File: src/fcg_pkg.sv
/*
  constants shared by the fast core gpio front end and its bench.
  assumes one core clock domain; pins are asynchronous to it.
*/
package fcg_pkg;
  // widths of the pin groups and core words
  localparam int GPIO_W   = 20;  // dedicated input and output pins
  localparam int CAP_W    = 16;  // parallel capture word
  localparam int SHIFT_W  = 28;  // serial shift register
  localparam int WORD_W   = 32;  // core register width
  localparam int EVT_W    = 2;   // pending and released system events
  localparam int EVT_LSB  = 30;  // event field position in status word
  localparam int DIV_W    = 8;   // width of each shift clock divider
  localparam int CNT_W    = 5;   // bit counter width, holds 0 to 28

  // mode select encodings
  localparam logic [1:0] MODE_DIRECT   = 2'h0;
  localparam logic [1:0] MODE_PARALLEL = 2'h1;
  localparam logic [1:0] MODE_SHIFT    = 2'h2;
  localparam logic [1:0] MODE_ETH      = 2'h3;

  // reset values
  localparam logic [GPIO_W-1:0]  GPO_RST   = 20'h00000;
  localparam logic [SHIFT_W-1:0] SHIFT_RST = 28'h0000000;
  localparam logic [CNT_W-1:0]   CNT_ZERO  = 5'h00;
  localparam logic [CNT_W-1:0]   CNT_FULL  = 5'h1c;  // 28 bits
  localparam logic [DIV_W-1:0]   DIV_ZERO  = 8'h00;

  // shift engine states
  typedef enum logic [1:0] {
    FCG_IDLE,
    FCG_RUN
  } fcg_shift_state_t;
endpackage

File: src/fcg_buf2.sv
/*
  two-entry buffer with valid and ready on both sides.
  assumes a single clock; all outputs come from flip-flops.
*/
`timescale 1ns/10ps
module fcg_buf2 #(
  parameter int W = 28
) (
  input  wire logic         mclk_i,    // core clock
  input  wire logic         reset_i,   // async reset, active high
  input  wire logic         in_valid_i, // word offered
  input  wire logic [W-1:0] in_data_i,  // word
  output logic              in_ready_o, // room for a word
  output logic              out_valid_o, // word held
  output logic [W-1:0]      out_data_o,  // head word
  input  wire logic         out_ready_i  // consumer takes word
);
  logic         spare_valid;
  logic [W-1:0] spare_data;
  wire          push = in_valid_i && in_ready_o;
  wire          pop_free = !out_valid_o || out_ready_i;

  // ready is registered; the spare slot absorbs the word in flight
  assign in_ready_o = !spare_valid;

  // head refills from spare first so order is kept
  always_ff @(posedge mclk_i or posedge reset_i)
  begin
    if (reset_i)
    begin
      out_valid_o <= 1'b0;
      out_data_o  <= '0;
      spare_valid <= 1'b0;
      spare_data  <= '0;
    end
    else if (pop_free)
    begin
      out_valid_o <= spare_valid || push;
      out_data_o  <= spare_valid ? spare_data : in_data_i;
      spare_valid <= 1'b0;
    end
    else if (push)
    begin
      spare_valid <= 1'b1;
      spare_data  <= in_data_i;
    end
  end
endmodule

File: src/fcg_gpio.sv
/*
  fast core gpio front end: direct, parallel capture and serial shift
  modes between a core register file and pins; the ethernet mode code drives nothing.
  assumes the core strobes writes for one cycle and holds mode_i stable.
*/
`timescale 1ns/10ps
module fcg_gpio #(
  parameter int GW = fcg_pkg::GPIO_W,
  parameter int SW = fcg_pkg::SHIFT_W
) (
  input  wire logic                         mclk_i,     // core clock
  input  wire logic                         reset_i,    // async reset
  input  wire logic [1:0]                   mode_i,     // mode select
  input  wire logic                         cap_fall_i, // capture on fall
  input  wire logic [fcg_pkg::DIV_W-1:0]    div1_i,     // first divider
  input  wire logic [fcg_pkg::DIV_W-1:0]    div2_i,     // second divider
  input  wire logic                         out_wr_i,   // output reg write
  input  wire logic [fcg_pkg::WORD_W-1:0]   out_wdata_i, // output reg data
  input  wire logic                         stat_wr_i,  // status reg write
  input  wire logic [fcg_pkg::EVT_W-1:0]    stat_wdata_i, // events to raise
  input  wire logic [fcg_pkg::EVT_W-1:0]    evt_pend_i, // events for core
  output logic [fcg_pkg::WORD_W-1:0]        stat_rdata_o, // status word
  output logic [fcg_pkg::EVT_W-1:0]         evt_release_o, // event pulses
  input  wire logic [GW-1:0]                gpi_i,      // input pins
  output logic [GW-1:0]                     gpo_o,      // output pins
  input  wire logic                         ext_cap_clk_i, // capture clock
  input  wire logic                         ser_in_i,   // serial/par data 0
  output logic                              ser_out_o,  // serial output
  output logic                              shift_clk_o, // shift clock out
  output logic                              word_valid_o, // captured word
  output logic [SW-1:0]                     word_data_o, // captured data
  input  wire logic                         word_ready_i, // consumer ready
  output logic                              busy_o      // shift-out active
);
  // pin synchronisers: stage 1 feeds only stage 2
  logic [GW-1:0] gpi_s1, gpi_s2;
  logic          cap_s1, cap_s2, cap_s3;
  logic          din_s1, din_s2;

  // mode decode, only one active at a time
  wire is_direct = (mode_i == fcg_pkg::MODE_DIRECT);
  wire is_par    = (mode_i == fcg_pkg::MODE_PARALLEL);
  wire is_shift  = (mode_i == fcg_pkg::MODE_SHIFT);

  // parallel data pin 0 is the serial input line; 15 pins read gpi
  wire [fcg_pkg::CAP_W-1:0] par_word =
    {gpi_s2[fcg_pkg::CAP_W-1:1], din_s2};
  wire cap_rise = cap_s2 && !cap_s3;
  wire cap_fall = !cap_s2 && cap_s3;
  wire cap_edge = is_par && (cap_fall_i ? cap_fall : cap_rise);

  // shift clock from two cascaded dividers
  logic [fcg_pkg::DIV_W-1:0] div1_cnt, div2_cnt;
  wire div1_wrap = (div1_cnt == div1_i);
  wire div_tick  = is_shift && div1_wrap && (div2_cnt == div2_i);
  wire sh_rise   = div_tick && !shift_clk_o;  // shift clock goes high

  // shift-out engine
  fcg_pkg::fcg_shift_state_t state;
  logic [SW-1:0]             out_sr;
  logic [fcg_pkg::CNT_W-1:0] out_cnt;
  wire out_load = is_shift && out_wr_i && (state == fcg_pkg::FCG_IDLE);
  wire out_step = (state == fcg_pkg::FCG_RUN) && sh_rise;

  // shift-in engine
  logic [SW-1:0]             in_sr;
  logic [fcg_pkg::CNT_W-1:0] in_cnt;
  wire in_full = (in_cnt == fcg_pkg::CNT_FULL);
  // sampling waits while a full word has nowhere to go
  wire in_step = sh_rise && !in_full;
  wire [SW-1:0] in_bit = {{(SW-1){1'b0}}, din_s2} << in_cnt;

  // buffer feed: full shift word or captured parallel word
  logic buf_rdy;
  wire  push_sh  = is_shift && in_full;
  wire  buf_vld  = push_sh || cap_edge;
  wire [SW-1:0] buf_din = push_sh ? in_sr :
    {{(SW-fcg_pkg::CAP_W){1'b0}}, par_word};
  wire  in_taken = push_sh && buf_rdy;

  // status word: pin or shift data below, events on top
  wire [SW-1:0] stat_low = is_shift ? in_sr :
    {{(SW-GW){1'b0}}, gpi_s2};
  wire [fcg_pkg::WORD_W-1:0] next_stat =
    {evt_pend_i, {(fcg_pkg::EVT_LSB-SW){1'b0}}, stat_low};

  // two flops on every pin before use
  always_ff @(posedge mclk_i or posedge reset_i)
  begin
    if (reset_i)
    begin
      gpi_s1 <= '0;
      gpi_s2 <= '0;
      cap_s1 <= 1'b0;
      cap_s2 <= 1'b0;
      cap_s3 <= 1'b0;
      din_s1 <= 1'b0;
      din_s2 <= 1'b0;
    end
    else
    begin
      gpi_s1 <= gpi_i;
      gpi_s2 <= gpi_s1;
      cap_s1 <= ext_cap_clk_i;
      cap_s2 <= cap_s1;
      cap_s3 <= cap_s2;
      din_s1 <= ser_in_i;
      din_s2 <= din_s1;
    end
  end

  // core registers: status read path, event release, output pins
  always_ff @(posedge mclk_i or posedge reset_i)
  begin
    if (reset_i)
    begin
      stat_rdata_o  <= '0;
      evt_release_o <= '0;
      gpo_o         <= fcg_pkg::GPO_RST;
    end
    else
    begin
      stat_rdata_o  <= next_stat;
      evt_release_o <= stat_wr_i ? stat_wdata_i : '0;
      if (out_wr_i && is_direct)
        gpo_o <= out_wdata_i[GW-1:0];
    end
  end

  // cascaded dividers; the toggle halves the rate once more
  always_ff @(posedge mclk_i or posedge reset_i)
  begin
    if (reset_i)
    begin
      div1_cnt    <= fcg_pkg::DIV_ZERO;
      div2_cnt    <= fcg_pkg::DIV_ZERO;
      shift_clk_o <= 1'b0;
    end
    else if (!is_shift)
    begin
      div1_cnt    <= fcg_pkg::DIV_ZERO;
      div2_cnt    <= fcg_pkg::DIV_ZERO;
      shift_clk_o <= 1'b0;
    end
    else
    begin
      div1_cnt <= div1_wrap ? fcg_pkg::DIV_ZERO :
                  div1_cnt + 1'b1;
      if (div1_wrap)
        div2_cnt <= div_tick ? fcg_pkg::DIV_ZERO :
                    div2_cnt + 1'b1;
      if (div_tick)
        shift_clk_o <= !shift_clk_o;
    end
  end

  // shift-out: lsb first, one bit per rising shift clock
  always_ff @(posedge mclk_i or posedge reset_i)
  begin
    if (reset_i)
    begin
      state     <= fcg_pkg::FCG_IDLE;
      out_sr    <= fcg_pkg::SHIFT_RST;
      out_cnt   <= fcg_pkg::CNT_ZERO;
      ser_out_o <= 1'b0;
      busy_o    <= 1'b0;
    end
    else
    begin
      case (state)
        fcg_pkg::FCG_IDLE:
        begin
          if (out_load)
          begin
            out_sr  <= out_wdata_i[SW-1:0];
            out_cnt <= fcg_pkg::CNT_FULL;
            busy_o  <= 1'b1;
            state   <= fcg_pkg::FCG_RUN;
          end
        end
        fcg_pkg::FCG_RUN:
        begin
          if (!is_shift)
          begin
            busy_o <= 1'b0;
            state  <= fcg_pkg::FCG_IDLE;
          end
          else if (out_step)
          begin
            ser_out_o <= out_sr[0];
            out_sr    <= out_sr >> 1;
            out_cnt   <= out_cnt - 1'b1;
            if (out_cnt == 5'h01)
            begin
              busy_o <= 1'b0;
              state  <= fcg_pkg::FCG_IDLE;
            end
          end
        end
        default:
          state <= fcg_pkg::FCG_IDLE;
      endcase
    end
  end

  // shift-in: fill from bit 0; hand over the word once all 28 are in
  always_ff @(posedge mclk_i or posedge reset_i)
  begin
    if (reset_i)
    begin
      in_sr  <= fcg_pkg::SHIFT_RST;
      in_cnt <= fcg_pkg::CNT_ZERO;
    end
    else if (!is_shift || in_taken)
    begin
      in_sr  <= fcg_pkg::SHIFT_RST;
      in_cnt <= fcg_pkg::CNT_ZERO;
    end
    else if (in_step)
    begin
      in_sr  <= in_sr | in_bit;
      in_cnt <= in_cnt + 1'b1;
    end
  end

  // a stalled consumer holds the shift-in word; parallel words overrun
  fcg_buf2 #(
    .W (SW)
  ) u_buf (
    .mclk_i      (mclk_i),
    .reset_i     (reset_i),
    .in_valid_i  (buf_vld),
    .in_data_i   (buf_din),
    .in_ready_o  (buf_rdy),
    .out_valid_o (word_valid_o),
    .out_data_o  (word_data_o),
    .out_ready_i (word_ready_i)
  );

  // checks
  direct_out_a: assert property (@(posedge mclk_i) disable iff (reset_i)
    out_wr_i && is_direct |=> gpo_o == $past(out_wdata_i[GW-1:0]))
    else $error("output pins missed write");
  direct_in_a: assert property (@(posedge mclk_i) disable iff (reset_i)
    is_direct |-> ##3 (!is_direct ||
      stat_rdata_o[GW-1:0] == $past(gpi_i, 3)))
    else $error("status does not show input pins");
  status_evt_a: assert property (@(posedge mclk_i) disable iff (reset_i)
    ##1 stat_rdata_o[fcg_pkg::WORD_W-1 -: fcg_pkg::EVT_W] ==
      $past(evt_pend_i))
    else $error("status lost pending events");
  evt_pulse_a: assert property (@(posedge mclk_i) disable iff (reset_i)
    stat_wr_i |=> evt_release_o == $past(stat_wdata_i) ##1
      ($past(stat_wr_i) || evt_release_o == '0))
    else $error("event release wrong");
  rd_latency_a: assert property (@(posedge mclk_i) disable iff (reset_i)
    ##1 stat_rdata_o == $past(next_stat))
    else $error("status read not single cycle");
  cap_edge_a: assert property (@(posedge mclk_i) disable iff (reset_i)
    cap_edge |-> (cap_fall_i ? $fell(cap_s2) : $rose(cap_s2)))
    else $error("capture on wrong edge");
  sout_a: assert property (@(posedge mclk_i) disable iff (reset_i)
    out_step |=> ser_out_o == $past(out_sr[0]))
    else $error("serial output bit wrong");
  sout_rise_a: assert property (@(posedge mclk_i) disable iff (reset_i)
    $changed(ser_out_o) |-> $rose(shift_clk_o))
    else $error("serial output moved off rising edge");
  sin_fill_a: assert property (@(posedge mclk_i) disable iff (reset_i)
    in_step && !in_taken && is_shift |=> in_sr[$past(in_cnt)] ==
      $past(din_s2))
    else $error("shift-in bit placed wrong");
  sin_cap_a: assert property (@(posedge mclk_i) disable iff (reset_i)
    in_cnt <= fcg_pkg::CNT_FULL)
    else $error("shift-in overflowed");
  one_mode_a: assert property (@(posedge mclk_i) disable iff (reset_i)
    $onehot0({is_direct, is_par, is_shift}))
    else $error("more than one mode active");
  mode_gpo_a: assert property (@(posedge mclk_i) disable iff (reset_i)
    !is_direct |=> $stable(gpo_o))
    else $error("output pins moved outside direct mode");

  cov_direct: cover property (@(posedge mclk_i) out_wr_i && is_direct);
  cov_cap: cover property (@(posedge mclk_i) cap_edge && cap_fall_i);
  cov_sout: cover property (@(posedge mclk_i) out_step && out_cnt == 5'h01);
  cov_sin: cover property (@(posedge mclk_i) in_taken);
endmodule

File: config.mk
export PLATFORM = sky130hd
export DESIGN_NAME = fcg_gpio
export DESIGN_NICKNAME = d
export VERILOG_FILES = /design/src/fcg_pkg.sv /design/src/fcg_buf2.sv /design/src/fcg_gpio.sv
export SDC_FILE = /design/constraint.sdc
export NUM_CORES = 1
export LEC_CHECK = 0
export BUFFER_PORTS_ARGS = -buffer_cell sky130_fd_sc_hd__buf_2
export CAP_MARGIN = 0
export CORE_UTILIZATION = 40
export DETAILED_ROUTE_END_ITERATION = 16
export HOLD_SLACK_MARGIN = 0.03
export SYNTH_ARGS = -nofsm -noshare
export SYNTH_HDL_FRONTEND = slang
export SYNTH_HIERARCHICAL = 1
export SYNTH_SLANG_ARGS = --single-unit
File: constraint.sdc
create_clock -name mclk_i -period 11.2 [get_ports mclk_i]
set_input_delay 1.68 -clock mclk_i [delete_from_list [all_inputs] [get_ports mclk_i]]
set_output_delay 1.68 -clock mclk_i [all_outputs]
set_load 0.01 [all_outputs]
==> results of run 1 <==
## where the power goes
group	leakage, nW	internal [mW]	switching [mW]	total [mW]
registers	3.05	0.930	0.0296	0.959
logic	2.37	0.0948	0.0817	0.177
clock network	0.474	0.570	0.356	0.926
## how the worst max path moves through the flow
stage / depth (start not counted) / to / start / slack, ps
after floorplan: 1 / busy_o / reset_i / 4580
after global placement: 7 / out_sr[21] / mode_i[0] / 6620
after detailed placement: 7 / out_sr[20] / mode_i[0] / 6610
after CTS: 7 / out_sr[21] / mode_i[0] / 7160
after global routing: 7 / out_sr[21] / mode_i[0] / 7030
final: 7 / out_sr[21] / mode_i[0] / 7210
## final cells by class
cell class | count | area (µm²)
multi-input combinational | 477 | 3970
clock inverter | 15 | 194
sequential | 240 | 6010
fill | 2281 | 12800
clock buffer | 35 | 756
inverter | 14 | 60.1
timing repair buffer | 170 | 873
tap | 330 | 413
## Yosys cell counts, types with 3 or more instances
cell	number
clkbuf_1	23
o21ai_1	3
mux2_4	39
a22o_1	20
buf_2	9
nor4_1	3
nor2b_1	5
a31oi_1	4
nor4_2	4
nand2_1	93
dfrtp_1	240
o31ai_1	3
o21ai_0	10
and3_1	19
mux2_2	136
inv_1	14
nor2_1	22
ha_1	6
mux2i_1	5
a21oi_1	6
nand2b_1	4
xnor2_1	3
buf_4	3
and2_1	13
or4_1	4
nor3_1	8
xor2_1	21
o2bb2ai_1	3
nand3_1	16
## logic make-up after synthesis
group	after synthesis	synth area share, %
buffers and inverters	53	2.63
DFF	240	58.7
and+or+nand+nor	207	10.4
other	1	0.0367
AOI/OAI and AO/OA	58	4.26
adders and majority gates	6	0.734
muxes	180	21.2
xor gates and xnor gates	24	2.06
## metrics by stage
| step | power, mW | instance area [µm²] | std cells | setup WS [ps] | util, % |
|---|---|---|---|---|---|
| 2_1_floorplan | 1.09 | 10200 | 770 | 4580 | - |
| 3_3_place_gp | 1.15 | 11300 | 1231 | 6620 | 45.1 |
| 3_5_place_dp | 1.15 | 11300 | 1231 | 6610 | 45.1 |
| 4_1_cts | 2.09 | 12300 | 1281 | 7160 | 48.9 |
| 5_1_grt | 2.15 | 12300 | 1281 | 7030 | 48.9 |
| 6_report | 2.06 | 12300 | 1281 | 7210 | 48.9 |
## metal layers
layer  up-vias  GRT usage, %
met5         -             0
met4         0          3.73
met2       134          26.1
met3        25          3.24
met1      3197          23.8
li1       3012             -
## cells in the final DEF (no fill, tap or decap), types with 6 or more instances in the layout
cell type,instances
dfrtp_1,240
buf_2,161
mux2_2,136
nand2_1,93
mux2_4,39
clkbuf_16,27
nor2_1,22
xor2_1,21
a22o_1,20
and3_1,19
nand3_1,16
and2_1,13
inv_1,12
o21ai_0,10
buf_4,9
nor3_1,8
ha_1,6
clkinv_2,6
## flip-flops by register name, summed over array words and instances (netlist names), 2 cells and up
register          count
out_sr               28
in_cnt                5
gpi_s2               20
u_buf/out_data_o     28
u_buf/spare_data     28
evt_release_o         2
stat_rdata_o         30
out_cnt               5
gpi_s1               20
div1_cnt              8
in_sr                28
div2_cnt              8
gpo_o                20
## worst max-delay path: cells and delay by family
family | cells | cell delay, ps
mux | 1 | 420
simple gates | 3 | 860
compound gates | 1 | 1010
buf+inv | 2 | 400
==> reports/summary.txt, run 1 <==
Number of setup violations in the final report: 0
Number of CTS-inserted buffers: 27
Crit Path Class: input port to register
Hold path endpoint: gpi_s2[12]
Vias in the first global route: 6407
Slew of the pin with the lowest slew margin: 1130 ps
Final Hold Vio Count: 0
Number of I/O pins: 168
R2R Path Start: in_cnt[1]
CTS H-tree lvls: 1
Area Overhead vs Synth: 20.0%
Post-synth ARST share: 100%
Port bufs: 161
Peak VDD IR: 0.109 mV
Final WL: 21300 µm
CTS Sinks: 240
Wire length per cell: 16.6 µm
Share of cells above drive strength 1: 43.3%
Clock transition at path regs: 60 ps
Final Wtd Congestion: 0.781
EDFF count, synth: 0
Worst-Skew Late Latency: 530 ps
WHS Path Cells: 0
Synthesized area per cell: 13.3 µm²
Final Cycle Share: 35.6%
R2R setup slack: 7350 ps
Hold Crit Start: gpi_s1[12]
Worst relative slew slack: 24.1%
Post-layout minimum cycle time: 3990 ps
Clock Path Buffers: 3
Drt pass-1 iters: 4
Critical path's slowest cell: o21ai_4
Die Area: 0.0262 mm²
Post-cts repair resize count: 0
Final max-slew violation count: 0
Crit path launch type: input port
Initial drt markers: 269
WP data arrival: 4390 ps
CTS tree: done
Pwr/cell area: 168 mW/mm²
Row count: 58
Fin Setup TNS: 0 ps
Yosys warns: 6
Post-Syn Area: 0.0102 mm²
Vias per Instance: 4.97
Req. time, crit path: 11610 ps
Post-Syn Instances: 769
RR Endpoint: u_buf/spare_data[11]
Leak: 5.89 nW
NumNets Final: 1018
Post-CTS setup buffers: 0
Vias post-DR: 6368
N_diodes: 0
Routed met1 length: 9730 µm
Hold_ws: 346 ps
Unique cell type count in the Yosys netlist: 52
Clock root cell: clkbuf_16
Top_reg_cell synth: dfrtp_1
Initial Utilization: 40.7%
#FFs+latches synth: 240
Max layer used: met4
Initial antenna violation count: 0
Max_cap viols: 0
CTS Hold Bufs: 0
Met2 WL: 10000 µm
Post-route ant nets: 0
Max Freq: 0.251 GHz
Met3 routed WL: 1120 µm
Worst path cell trace: buf_2, nand2b_1, buf_4, nor2_1, nand3_2, o21ai_4, mux2_2
Chip width: 162 µm
Sequential share of the synthesized area: 58.7%
Worst Reg-to-Reg Cells: 7
GRT Total Usage: 16.6%
Core Area: 0.0251 mm²
Global-route wire length before repair: 34900 µm
Grt ovf: 0
Yosys top cell by area: dfrtp_1
Largest net degree at the start of global routing: 128
Synth area leaders: dfrtp_1 59%, mux2_2 15%, mux2_4 5.7%
Status: finished clean
Post-synth top area share: 58.7%
Worst hold path class: register to register
Max stage delay on crit path: 1010 ps
Crit path max fanout: 29
Crit path capture type: register
Post-route DRC: 0
Chip height: 162 µm
Detailed placer's ending HPWL: 14100 µm
Clk_skew: 16.6 ps
RSZ-0062 raised after global routing: no
(Power assumes the default switching activity.)
==> inputs of run 2 (changes only) <==
==> constraint.sdc (replaced) <==
create_clock -name mclk_i -period 3.8 [get_ports mclk_i]
set_input_delay 0.57 -clock mclk_i [delete_from_list [all_inputs] [get_ports mclk_i]]
set_output_delay 0.57 -clock mclk_i [all_outputs]
set_load 0.01 [all_outputs]
==> reports/summary.txt, run 2 (synthesis gave the netlist of run 1 again) <==
Sequential share of power: 48.2%
Final Cycle Share: 79.4%
Number of setup violations in the final report: 0
WP data arrival: 3430 ps
Hold_ws: 146 ps
CTS tree: done
Crit path max fanout: 22
Global-route wire length before repair: 35100 µm
Detailed placer's ending HPWL: 14600 µm
Worst hold path class: input port to register
N_diodes: 0
Post-route DRC: 0
Final Hold Vio Count: 0
RSZ-0062 raised after global routing: no
Vias in the first global route: 6491
Pwr/cell area: 479 mW/mm²
Final Wtd Congestion: 0.797
Status: finished clean
DP Cell Count: 1238
Slew of the pin with the lowest slew margin: 936 ps
Max Freq: 0.331 GHz
Post-route ant nets: 0
Final max-slew violation count: 0
Post-CTS setup buffers: 0
Worst path cell trace: xor2_1, nor4_2, nand3_1, o21ai_4, buf_4, mux2_2
Final WL: 21500 µm
Die Area: 0.0262 mm²
Worst-Skew Late Latency: 530 ps
Seq. cell area: 0.00601 mm²
Worst relative slew slack: 37.4%
Multi-input gate area: 0.00397 mm²
Non-Filler Instances: 1283
GRT Total Usage: 16.8%
Wire length per cell: 16.7 µm
Initial Utilization: 40.7%
Vias post-DR: 6339
Fin Setup TNS: 0 ps
Critical path's slowest cell: o21ai_4
Crit Path Class: register to register
NumNets Final: 1023
Share of cells above drive strength 1: 43.3%
Clk_skew: 12.4 ps
# fillers: 2317
Peak VDD IR: 0.459 mV
Most frequent cells in the layout: 240 x dfrtp_1, 161 x buf_2, 136 x mux2_2
Sw Pwr: 1.32 mW
Combinational Power Share: 9.0%
Chip width: 162 µm
Port bufs: 161
Crit path capture type: register
Number of CTS-inserted buffers: 25
Number of I/O pins: 168
Post-layout minimum cycle time: 3020 ps
Initial drt markers: 355
Area Overhead vs Synth: 19.9%
Initial antenna violation count: 1
Req. time, crit path: 4210 ps
Leak: 5.89 nW
CP bufs+invs: 1
Max stage delay on crit path: 810 ps
Final core occ: 48.8%
Drt pass-1 iters: 4
CTS Sinks: 240
Max_cap viols: 0
Most common cell after layout, fill and taps aside: dfrtp_1
Clock root cell: clkbuf_16
Max reg flops: 30
Most flops, register: stat_rdata_o
Chip height: 162 µm
Grt ovf: 0
Largest net degree at the start of global routing: 69
Vias per Instance: 4.94
Post-cts repair resize count: 0
Clock network fraction of design power: 42.8%
Crit-path leading delay family: compound AO/OA/AOI/OAI gates
Clock Path Buffers: 3
Row count: 58
Power Internal: 4.55 mW
CTS Hold Bufs: 0
CTS H-tree lvls: 1
Crit path launch type: register
Core Area: 0.0251 mm²
Sw Share: 22.5%
Clock transition at path regs: 60 ps
==> run 2: cell types whose count changed in the layout (fill, tap and decap cells not counted), moves of 2 or more <==
| cell | previous run | this run |
|---|---|---|
| clkinv_4 | 3 | 0 |
| buf_4 | 9 | 13 |
| buf_12 | 0 | 3 |
| clkbuf_16 | 27 | 25 |
==> run 2: per-layer routing <==
metal / GRT usage (%) / up-vias / part of all wire, % / routed length (µm)
li1: - / 3022 / - / -
met1: 23.7 / 3166 / 47 / 10200
met2: 26.7 / 124 / 46 / 9910
met3: 3.35 / 27 / 4.6 / 982
met4: 4.03 / 0 / 1.8 / 393
met5: 0 / - / 0 / 0
==> run 2: power groups by stage <==
stage / logic [mW] / clock network (mW) / registers [mW]
floorplan: 0.322 / 0 / 2.89
CTS: 0.542 / 2.59 / 2.83
global route: 0.586 / 2.69 / 2.85
detailed placement: 0.542 / 0 / 2.87
finish: 0.530 / 2.52 / 2.83
global placement: 0.531 / 0 / 2.87
==> run 2: stage by stage <==
step,setup slack [ps],power (mW),area [µm²]
2_1_floorplan,893,3.21,10200
3_3_place_gp,562,3.40,11400
3_5_place_dp,523,3.41,11400
4_1_cts,754,5.96,12300
5_1_grt,580,6.13,12300
6_report,783,5.87,12300
==> run 2: cell type report <==
| class | instances | area share, % |
|---|---|---|
| flip-flops and latches | 240 | 49.0 |
| multi-input cells | 477 | 32.4 |
| repair buffers | 177 | 7.86 |
| clock buffers | 35 | 5.90 |
| well taps | 330 | 3.37 |
| clock inverters | 10 | 1.05 |
| inverters | 14 | 0.459 |
==> run 2: path summary, 6_finish.rpt <==
path	from	endpoint	slack, ps	depth (start not counted)
max	div1_cnt[0]	out_sr[24]	780	6
min	gpi_i[9]	gpi_s1[9]	150	1
max reg2reg	div1_cnt[0]	out_sr[24]	780	6
min reg2reg	gpi_s1[5]	gpi_s2[5]	350	0
max in group asynchronous	reset_i	div2_cnt[4]	2630	3
min in group asynchronous	reset_i	u_buf/out_data_o[20]	230	2
==> run 2: worst reg2reg max path, cell delays in order, from the launching register on <==
cell,delay (ps)
dfrtp_1,450
xor2_1,180
nor4_2,470
nand3_1,330
o21ai_4,810
buf_4,320
mux2_2,350
